===== src/ppd_map.vh =====
// Register map and timing constants for the PHY port diagnostic block
// Functional notes
// - Writing one to bit 15 starts test; self-clears
// - Bit 15 reads one while test runs
// - Writing zero aborts test; resets to zero
// - Bits 13:12 select pair A to D
// - Bits 9:8 report normal, open, short, failed
// - Bits 7:0 give distance to fault
// - Link bits: 1 gigabit, 0 fast
// - Symbol error frame counter, clear on read
// - Bits 15:8 are event enables
// - Bits 7:0 are event flags
// - Flags read-only, cleared by reading
`ifndef PPD_MAP_VH
`define PPD_MAP_VH
`define PPD_ADDR_W 12
`define PPD_OFS_CABLE 12'h124
`define PPD_OFS_LINK 12'h126
`define PPD_OFS_SYMERR 12'h12A
`define PPD_OFS_EVENT 12'h136
`define PPD_OFS_IRQ_STAT 12'h140
`define PPD_OFS_IRQ_MASK 12'h142
`define PPD_BIT_TEST_RUN 15
`define PPD_PAIR_HI 13
`define PPD_PAIR_LO 12
`define PPD_COND_HI 9
`define PPD_COND_LO 8
`define PPD_DIST_HI 7
`define PPD_DIST_LO 0
`define PPD_EN_HI 15
`define PPD_EN_LO 8
`define PPD_FLAG_HI 7
`define PPD_FLAG_LO 0
`define PPD_RST_PAIR 2'h0
`define PPD_RST_COND 2'h0
`define PPD_RST_DIST 8'h00
`define PPD_RST_COUNT 16'h0000
`define PPD_RST_EVENT 8'h00
`define PPD_IRQ_TEST_DONE 0
`define PPD_IRQ_EVENT 1
`define PPD_IRQ_COUNT_WRAP 2
`define PPD_TEST_TIMEOUT_CYC 16'hFFFF
`endif


===== src/ppd_sync2.v =====
// Two flip-flop synchroniser for a bus of levels
`timescale 1ns/10ps
`default_nettype none
module ppd_sync2 #(
    parameter WIDTH = 1
) (
    // Clock and reset
    input wire i_clock,
    input wire i_arst_n,
    // Data
    input wire [WIDTH-1:0] i_async,
    output reg [WIDTH-1:0] o_sync
);
    reg [WIDTH-1:0] meta_ff; // First stage, read only by second stage

    // Two stage capture
    always @(posedge i_clock or negedge i_arst_n)
    begin
        if (!i_arst_n)
        begin
            meta_ff <= {WIDTH{1'b0}};
            o_sync <= {WIDTH{1'b0}};
        end
        else
        begin
            meta_ff <= i_async;
            o_sync <= meta_ff;
        end
    end
endmodule // ppd_sync2
`default_nettype wire


===== src/ppd_regs.v =====
// Per-port cable test, link state, error count and event registers
`timescale 1ns/10ps
`default_nettype none
`include "ppd_map.vh"
module ppd_regs #(
    parameter TIMEOUT_CYC = `PPD_TEST_TIMEOUT_CYC
) (
    // Clock and reset
    input wire i_clock,
    input wire i_arst_n,
    // Register port
    input wire [`PPD_ADDR_W-1:0] i_addr,
    input wire [15:0] i_wdata,
    input wire i_wr,
    input wire i_rd,
    output reg [15:0] o_rdata_ff,
    // Cable measurement engine (same clock)
    output reg o_test_start_ff,
    output reg o_test_abort_ff,
    output reg [1:0] o_test_pair_ff,
    input wire i_test_done,
    input wire [1:0] i_test_cond,
    input wire [7:0] i_test_dist,
    // PHY status pins (asynchronous)
    input wire i_link_1000,
    input wire i_link_100,
    input wire i_symbol_error_frame,
    input wire [7:0] i_phy_events,
    // Interrupts
    output reg o_port_irq_ff,
    output reg o_irq_ff
);
    // Synchronised pin inputs
    wire [10:0] pin_sync;
    wire link_1000;
    wire link_100;
    wire sym_err;
    wire [7:0] ev_lvl;

    ppd_sync2 #(
        .WIDTH(11)
    ) u_sync (
        .i_clock(i_clock),
        .i_arst_n(i_arst_n),
        .i_async({i_link_1000, i_link_100, i_symbol_error_frame,
            i_phy_events}),
        .o_sync(pin_sync)
    );

    assign link_1000 = pin_sync[10];
    assign link_100 = pin_sync[9];
    assign sym_err = pin_sync[8];
    assign ev_lvl = pin_sync[7:0];

    // Edge detection on synchronised levels
    reg sym_err_d_ff; // Previous symbol error level
    reg [7:0] ev_d_ff; // Previous event levels
    wire sym_err_pulse;
    wire [7:0] ev_pulse;

    assign sym_err_pulse = sym_err & ~sym_err_d_ff;
    assign ev_pulse = ev_lvl & ~ev_d_ff;

    always @(posedge i_clock or negedge i_arst_n)
    begin
        if (!i_arst_n)
        begin
            sym_err_d_ff <= 1'b0;
            ev_d_ff <= 8'h00;
        end
        else
        begin
            sym_err_d_ff <= sym_err;
            ev_d_ff <= ev_lvl;
        end
    end

    // Access decode
    wire wr_cable;
    wire wr_event;
    wire wr_mask;
    wire rd_symerr;
    wire rd_event;
    wire rd_stat;

    assign wr_cable = i_wr & (i_addr == `PPD_OFS_CABLE);
    assign wr_event = i_wr & (i_addr == `PPD_OFS_EVENT);
    assign wr_mask = i_wr & (i_addr == `PPD_OFS_IRQ_MASK);
    assign rd_symerr = i_rd & (i_addr == `PPD_OFS_SYMERR);
    assign rd_event = i_rd & (i_addr == `PPD_OFS_EVENT);
    assign rd_stat = i_rd & (i_addr == `PPD_OFS_IRQ_STAT);

    // Watchdog limit cut to the counter width on purpose
    localparam [31:0] TMO_WIDE = TIMEOUT_CYC;
    localparam [15:0] TMO_LAST = TMO_WIDE[15:0];

    // Cable test state
    localparam ST_IDLE = 1'b0; // No test running
    localparam ST_RUN = 1'b1; // Test in progress

    reg state_ff;
    reg nxt_state;
    reg [1:0] cond_ff; // Cable condition code
    reg [7:0] dist_ff; // Distance to fault
    reg [15:0] tmo_ff; // Watchdog on the engine
    reg test_done_evt; // Completion event for status
    reg nxt_start;
    reg nxt_abort;

    // Test sequencer next state
    always @*
    begin
        nxt_state = state_ff;
        nxt_start = 1'b0;
        nxt_abort = 1'b0;
        test_done_evt = 1'b0;
        case (state_ff)
            ST_IDLE:
            begin
                // Writing one starts the test
                if (wr_cable && i_wdata[`PPD_BIT_TEST_RUN])
                begin
                    nxt_state = ST_RUN;
                    nxt_start = 1'b1;
                end
            end
            ST_RUN:
            begin
                // Writing zero disables the test
                if (wr_cable && !i_wdata[`PPD_BIT_TEST_RUN])
                begin
                    nxt_state = ST_IDLE;
                    nxt_abort = 1'b1;
                end
                // Completion or watchdog expiry self-clears the bit
                else if (i_test_done || tmo_ff == TMO_LAST)
                begin
                    nxt_state = ST_IDLE;
                    test_done_evt = 1'b1;
                end
            end
            default:
            begin
                nxt_state = ST_IDLE;
            end
        endcase
    end

    // Test sequencer registers and results
    always @(posedge i_clock or negedge i_arst_n)
    begin
        if (!i_arst_n)
        begin
            state_ff <= ST_IDLE;
            o_test_start_ff <= 1'b0;
            o_test_abort_ff <= 1'b0;
            o_test_pair_ff <= `PPD_RST_PAIR;
            cond_ff <= `PPD_RST_COND;
            dist_ff <= `PPD_RST_DIST;
            tmo_ff <= 16'h0000;
        end
        else
        begin
            state_ff <= nxt_state;
            o_test_start_ff <= nxt_start;
            o_test_abort_ff <= nxt_abort;
            // Pair select is writable; software keeps it during a test
            if (wr_cable)
            begin
                o_test_pair_ff <= i_wdata[`PPD_PAIR_HI:`PPD_PAIR_LO];
            end
            // Watchdog counts only while running
            if (state_ff == ST_RUN)
            begin
                tmo_ff <= tmo_ff + 16'h0001;
            end
            else
            begin
                tmo_ff <= 16'h0000;
            end
            // Latch results; a timeout reports test failed
            if (test_done_evt)
            begin
                if (i_test_done)
                begin
                    cond_ff <= i_test_cond;
                    dist_ff <= i_test_dist;
                end
                else
                begin
                    cond_ff <= 2'h3;
                    dist_ff <= `PPD_RST_DIST;
                end
            end
        end
    end

    // Symbol error frame counter, saturating, clear on read
    reg [15:0] symerr_cnt_ff;
    wire cnt_full;

    assign cnt_full = (symerr_cnt_ff == 16'hFFFF);

    always @(posedge i_clock or negedge i_arst_n)
    begin
        if (!i_arst_n)
        begin
            symerr_cnt_ff <= `PPD_RST_COUNT;
        end
        else if (rd_symerr)
        begin
            // A frame in the read cycle is counted, not lost
            symerr_cnt_ff <= {15'h0000, sym_err_pulse};
        end
        else if (sym_err_pulse && !cnt_full)
        begin
            symerr_cnt_ff <= symerr_cnt_ff + 16'h0001;
        end
    end

    // Event enables and sticky flags
    reg [7:0] ev_en_ff; // Enables, jabber at top
    reg [7:0] ev_flag_ff; // Flags, jabber at top

    always @(posedge i_clock or negedge i_arst_n)
    begin
        if (!i_arst_n)
        begin
            ev_en_ff <= `PPD_RST_EVENT;
            ev_flag_ff <= `PPD_RST_EVENT;
        end
        else
        begin
            if (wr_event)
            begin
                ev_en_ff <= i_wdata[`PPD_EN_HI:`PPD_EN_LO];
            end
            // Read clears, new events win over the clear
            if (rd_event)
            begin
                ev_flag_ff <= ev_pulse;
            end
            else
            begin
                ev_flag_ff <= ev_flag_ff | ev_pulse;
            end
        end
    end

    // Block interrupt status and mask
    reg [2:0] irq_stat_ff; // Sticky block events
    reg [2:0] irq_mask_ff; // One enables the matching bit
    wire [2:0] irq_set;

    assign irq_set = {sym_err_pulse & cnt_full, |ev_pulse, test_done_evt};

    always @(posedge i_clock or negedge i_arst_n)
    begin
        if (!i_arst_n)
        begin
            irq_stat_ff <= 3'h0;
            irq_mask_ff <= 3'h0;
        end
        else
        begin
            if (wr_mask)
            begin
                irq_mask_ff <= i_wdata[2:0];
            end
            // Set wins over the read clear
            if (rd_stat)
            begin
                irq_stat_ff <= irq_set;
            end
            else
            begin
                irq_stat_ff <= irq_stat_ff | irq_set;
            end
        end
    end

    // Interrupt outputs, one cycle after the flags
    always @(posedge i_clock or negedge i_arst_n)
    begin
        if (!i_arst_n)
        begin
            o_port_irq_ff <= 1'b0;
            o_irq_ff <= 1'b0;
        end
        else
        begin
            o_port_irq_ff <= |(ev_flag_ff & ev_en_ff);
            o_irq_ff <= |(irq_stat_ff & irq_mask_ff);
        end
    end

    // Read data mux
    reg [15:0] nxt_rdata;

    always @*
    begin
        nxt_rdata = 16'h0000;
        case (i_addr)
            `PPD_OFS_CABLE:
            begin
                nxt_rdata = {state_ff, 1'b0, o_test_pair_ff, 2'h0,
                    cond_ff, dist_ff};
            end
            `PPD_OFS_LINK:
            begin
                nxt_rdata = {14'h0000, link_1000, link_100};
            end
            `PPD_OFS_SYMERR:
            begin
                nxt_rdata = symerr_cnt_ff;
            end
            `PPD_OFS_EVENT:
            begin
                nxt_rdata = {ev_en_ff, ev_flag_ff};
            end
            `PPD_OFS_IRQ_STAT:
            begin
                nxt_rdata = {13'h0000, irq_stat_ff};
            end
            `PPD_OFS_IRQ_MASK:
            begin
                nxt_rdata = {13'h0000, irq_mask_ff};
            end
            default:
            begin
                nxt_rdata = 16'h0000; // Unmapped reads as zero
            end
        endcase
    end

    // Read data register, valid only the cycle after a read
    always @(posedge i_clock or negedge i_arst_n)
    begin
        if (!i_arst_n)
        begin
            o_rdata_ff <= 16'h0000;
        end
        else if (i_rd)
        begin
            o_rdata_ff <= nxt_rdata;
        end
        else
        begin
            o_rdata_ff <= 16'h0000;
        end
    end
endmodule // ppd_regs
`default_nettype wire


===== config.mk =====
export PLATFORM = sky130hd
export DESIGN_NAME = ppd_regs
export DESIGN_NICKNAME = d
export VERILOG_FILES = /design/src/ppd_sync2.v /design/src/ppd_regs.v
export VERILOG_INCLUDE_DIRS = /design/src
export SDC_FILE = /design/constraint.sdc
export NUM_CORES = 1
export LEC_CHECK = 0
export BUFFER_PORTS_ARGS = -buffer_cell sky130_fd_sc_hd__buf_2
export CORE_ASPECT_RATIO = 2
export CORE_MARGIN = 5
export CORE_UTILIZATION = 55
export DETAILED_ROUTE_END_ITERATION = 10
export GPL_TIMING_DRIVEN = 0
export PLACE_DENSITY = 0.86
export SYNTH_ARGS = -nofsm -noshare
export SYNTH_HDL_FRONTEND = slang
export SYNTH_SLANG_ARGS = --single-unit

===== constraint.sdc =====
create_clock -name i_clock -period 4.9 [get_ports i_clock]
set_input_delay 0.49 -clock i_clock [delete_from_list [all_inputs] [get_ports i_clock]]
set_output_delay 0.49 -clock i_clock [all_outputs]
set_load 0.05 [all_outputs]

[Word level (Yosys, flattened, before mapping)]
Index checks and enable logic that the tools add are counted.
Operators by class
  add/subtract/negate cells: 2
  $mul: 0
  divide/modulo/power cells: 0
  order comparisons: 0
  equal/unequal tests: 8
  shifts and indexed selects: 0
  muxes and demuxes: 19
  bitwise operators: 16
  reduce and logical (&&, ||, !) cells: 10
Operator list (number)
  $pmux W16 S6: 1
  $eq A12 B9 Y1 const B: 6
  $mux W16: 4
  $add A16 B1 Y16 const B: 2
  $eq A16 B16 Y1 const B: 2
  $and A8 B8 Y8: 2
  $mux W8: 2
  $reduce_or A8 Y1: 2
  $mux W1: 9
  $and A1 B1 Y1: 8
  $not A8 Y8: 1
  $or A8 B8 Y8: 1
  $and A3 B3 Y3: 1
  $logic_and A1 B1 Y1: 3
  $mux W3: 1
  $or A3 B3 Y3: 1
  $reduce_or A3 Y1: 1
  $logic_not A1 Y1: 2
  $mux W2: 1
  $not A1 Y1: 2
  $pmux W1 S2: 1
  $reduce_bool A2 Y1: 1
  $logic_or A1 B1 Y1: 1
Word-level totals
  bits in registers: 118
  latch bits: 0
  RAM bits: 0
  memory bits (read-only): 0
  input bits: 54
  output and inout bits: 22
  word-level logic and storage cells: 74
  memories kept: 0

[Longest topological paths before layout]
  depth after elaboration: 7
  depth in mapped cells: 7
  depth with buffers taken out: 6

[Hierarchy]
A second synthesis with hierarchy kept.
Second synthesis, totals
  cell total of the unflattened synthesis: 448
  area, all modules: 5168.7 µm²
By module, submodules not included
  ppd_regs: instances 1, cells an instance 426, area each 4618.2 µm², seq. area each 2402.3 µm²
  ppd_sync2: instances 1, cells an instance 22, area each 550.5 µm², seq. area each 550.5 µm²

[Worst setup path after synthesis]
Ideal clock, no wire load.
  path kind: input to register
  start: input i_addr[9]
  end: register ev_en_ff[0]
  setup time: 0.125 ns
  arrival time: 1.899 ns
  data required time: 4.775 ns
  slack: 2.876 ns
  stages on the path: 6
  buffers on the path: 1
  cell sequence: or4b_4 > nor2_4 > and3_1 > buf_4 > nand2_4 > mux2_4
On the way
  word-level cells in the longest chain between the ends: 2
Ends and longest elaborated chain
  start: declaration: RTL line ppd_regs.v:12  | input wire [`PPD_ADDR_W-1:0] i_addr,
  $eq A12 B9 Y1
  $and A1 B1 Y1: RTL line ppd_regs.v:87  | assign wr_event = i_wr & (i_addr == `PPD_OFS_EVENT);
  end signal: assignment: RTL line ppd_regs.v:229  | ev_en_ff <= `PPD_RST_EVENT;
  end signal: assignment: RTL line ppd_regs.v:236  | ev_en_ff <= i_wdata[`PPD_EN_HI:`PPD_EN_LO];
  end: declaration: RTL line ppd_regs.v:222  | reg [7:0] ev_en_ff;
Every way passes these cells.
A chain may end at the register's enable or synchronous reset.

[Final worst setup path]
  start: register symerr_cnt_ff[1]
  end: register symerr_cnt_ff[10]
On the way
  word-level cells in the longest chain between the ends: 4
  elaborated cells on any way between the ends: 7
  those cells by class: add/sub: 1; eq/ne: 1; mux: 2; reduce/logical: 3
Ends and longest elaborated chain
  start: declaration: RTL line ppd_regs.v:199  | reg [15:0] symerr_cnt_ff;
  start signal: assignment: RTL line ppd_regs.v:208  | symerr_cnt_ff <= `PPD_RST_COUNT;
  start signal: assignment: RTL line ppd_regs.v:213  | symerr_cnt_ff <= {15'h0000, sym_err_pulse};
  start signal: assignment: RTL line ppd_regs.v:217  | symerr_cnt_ff <= symerr_cnt_ff + 16'h0001;
  parallel branches: the longest is 4 deep, another holds $add A16 B1 Y16
Several ways; the timed one is not identified. The select of a mux whose other input is x is not followed.

==> flow_summary.yaml <==
critical_path:
  rr_worst_depth: 6
  critical_path_class: "reg -> reg"
  required_ps: 5210
  cp-start-kind: "register"
  worstPathMaxFanout: 9
  crit_path_end_kind: "register"
  worstPathArrival_ps: 2340
place:
  port_buffers: 69
  dp_cells: 599
  placed_area_um2: 5553
  gp_congestion: 0.9503
  dp.final_hpwl_um: 9194
  dpl_worst_slack_ps: 2585
cts:
  cts_tree: "done"
  path_clk_slew_ps: 60
  cts_buffer_depth: 2
  cts_root_buffer: "clkbuf_16"
  holdBufCountCts: 0
  cts_resized: 0
  clock_latency_ps: 420
  cts_setup_buffers: 0
  cts_buffers: 17
  clock-sinks: 118
  cts_max_level: 4
final_layout:
  instances_no_fill: 631
  final_common_cell: "dfrtp_1"
  antenna_cells: 0
  synthToLayoutAreaGrowth_pct: 20.96
  final_cell_mix: "118 x dfrtp_1, 69 x buf_2, 25 x and3_1"
  drive_gt1_share_pct: 26.09
  postLayoutCellArea_um2: 6108
  nets: 572
power:
  p_int_w: 0.001823
  clkPwrFrac_pct: 44.8
  p_switching_w: 0.0007573
  combPwrFrac_pct: 10.9
  p_total_w: 0.002580
  leakagePower_nw: 2.892
  pwr-share-seq_pct: 44.3
  vdd_drop_max_uv: 325.7
  power_density_nw_per_um2: 422.4
  p_sw_share_pct: 29.35
yosys:
  synth_enable_flop_cells: 0
  synth_simple_gate_area_share_pct: 18.24
  synth_top_family_by_area: "simple AND/OR/NAND/NOR gates"
  ys.flop_type: "dfrtp_1"
  async_reset_ff_share_pct: 100.0
  synthCells: 427
  yosys.area.top_type: "dfrtp_1"
  syn_area_um2: 5050
  synth_xor_area_share_pct: 3.989
  synth_top_area_share_pct: 58.47
  synth_compound_area_share_pct: 12.31
  synth-seq-cells: 118
  post_synth_num_cell_types: 57
  postSynthAreaPerCell_um2: 11.83
  yosys_warnings: 0
  synth-seq-area-share_pct: 58.47
  synthTopCellsByArea: "dfrtp_1 58%, a22o_1 3.1%, and3_1 3.1%, xnor2_1 2.4%, mux2_4 2.4%"
  synthAdderAreaFrac_pct: 0.4955
  synth_mux_area_share_pct: 3.717
  syn-num-nets: 483
global_routing:
  grt.overflow.total: 0
  grt_pass1_vias: 4165
  grt_first_pass_wirelength_um: 20670
  track_usage_pct: 23.69
  antenna_found_initial: 1
  grt_max_degree: 72
timing:
  hold_viol: 0
  grt_setup_unrepaired: "no"
  setup_violations: 0
  clock-skew-final_ps: 9.152
  max_freq_mhz: 493.3
  worst_pin_slew_ps: 628.7
  timing.setup.tns_ps: 0
  relSlewSlack_pct: 58.09
  layout_setup_ws_ps: 2873
  fin_crit_ps: 2027
  period_share_pct: 41.37
  drv_slew: 0
routing:
  dr.first_iter.drc_count: 260
  wl_per_cell_um: 19.82
  via_per_inst: 6.144
  drc: 0
  drt_pass1_iterations: 5
  wl_um: 12510
  route.vias.total: 3877
  ant_nets: 0
floorplan:
  die_area_um2: 11310
  coreArea_um2: 9012
  fp.dieH_um: 145.5
  start_util_pct: 56.03
  io_pins: 76
  dieWidth_um: 77.76
  rows: 49
worst_hold_path:
  hold_class: "in -> async"
run:
  drv_cap: 0
status:
  status: "complete, no violations"
critical path, stage by stage (launching register included):
cell and delay [ps]:
dfrtp_1 420, ha_1 170, clkbuf_1 300, nand3b_1 270, nor4_1 530, xnor2_1 170
nor2_1 50
stage by stage:
step                      hold slack [ps]  utilization, %
after global routing                122.0           67.78
after CTS                           92.97           67.78
after detailed placement            334.7           61.61
final                               80.21           67.78
after global placement              332.2           61.28
after floorplan                     194.4               -
metal layers:
metal / up-vias / track usage (%) / wire, um
li1: 1736 / - / -
met1: 1892 / 24.36 / 4205
met2: 186 / 39.87 / 6738
met3: 61 / 7.869 / 741
met4: 2 / 15.49 / 808
met5: - / 0 / 13
cells in the mapped netlist (2+ instances only):
library cell	n
ha_1	2
mux2_4	8
a22o_1	18
nand2b_1	4
a221oi_1	3
xor2_1	9
a311oi_1	2
nor2b_1	7
and3_1	25
nand3b_1	2
nand2_1	23
dfrtp_1	118
o21ai_0	17
nor3b_1	3
and4_1	4
or4b_4	2
a22oi_1	7
nor2_1	21
clkbuf_1	8
buf_4	5
nor3_1	8
nand4_1	9
a21oi_1	15
a31oi_1	4
nand3_1	15
mux2_2	6
and2_1	13
a32o_1	4
nor2_4	2
a211oi_1	6
inv_1	15
xnor2_1	14
nor4_1	4
power groups by stage:
stage	clock, W	combinational, W	sequential (W)
floorplan	0	0.000185	0.00113
global placement	0	0.000262	0.00115
detailed placement	0	0.000277	0.00115
CTS	0.00117	0.000280	0.00114
global route	0.00122	0.000317	0.00115
finish	0.00115	0.000282	0.00114
sequential cells by signal, indices dropped and copies added, names as in the netlist:
signal	count
cond_ff	2
dist_ff	8
ev_d_ff	8
ev_en_ff	8
ev_flag_ff	8
irq_mask_ff	3
irq_stat_ff	3
o_irq_ff	1
o_port_irq_ff	1
o_rdata_ff	16
o_test_abort_ff	1
o_test_pair_ff	2
o_test_start_ff	1
state_ff	1
sym_err_d_ff	1
symerr_cnt_ff	16
tmo_ff	16
u_sync.meta_ff	11
u_sync.o_sync	11
final timing paths:
kind | start | endpoint | slack, ps
setup reg to reg | symerr_cnt_ff[1]$_DFFE_PN0P_ | symerr_cnt_ff[10]$_DFFE_PN0P_ | 2870
hold reg to reg | u_sync.meta_ff[3]$_DFF_PN0_ | u_sync.o_sync[3]$_DFF_PN0_ | 350
hold / removal | i_arst_n | u_sync.o_sync[8]$_DFF_PN0_ | 80
setup / recovery | symerr_cnt_ff[1]$_DFFE_PN0P_ | symerr_cnt_ff[10]$_DFFE_PN0P_ | 2870
max in group asynchronous | i_arst_n | ev_d_ff[3]$_DFF_PN0_ | 4070
min in group i_clock | i_phy_events[3] | u_sync.meta_ff[3]$_DFF_PN0_ | 170
layout make-up:
type / instances / area, um^2
fill: 639 / 2904
inverter: 15 / 56.30
clock buffer: 17 / 425.4
timing repair buffer: 70 / 375.4
clock inverter: 15 / 130.1
sequential: 118 / 2953
buffer: 15 / 83.83
tap: 102 / 127.6
multi-input combinational: 279 / 1957
logic make-up after synthesis:
group / count (synthesis)
compound gates: 86
xor+xnor: 23
fa+ha+maj: 2
buf+inv: 30
flops: 118
mux: 14
simple gates: 154
(Power assumes the default switching activity.)
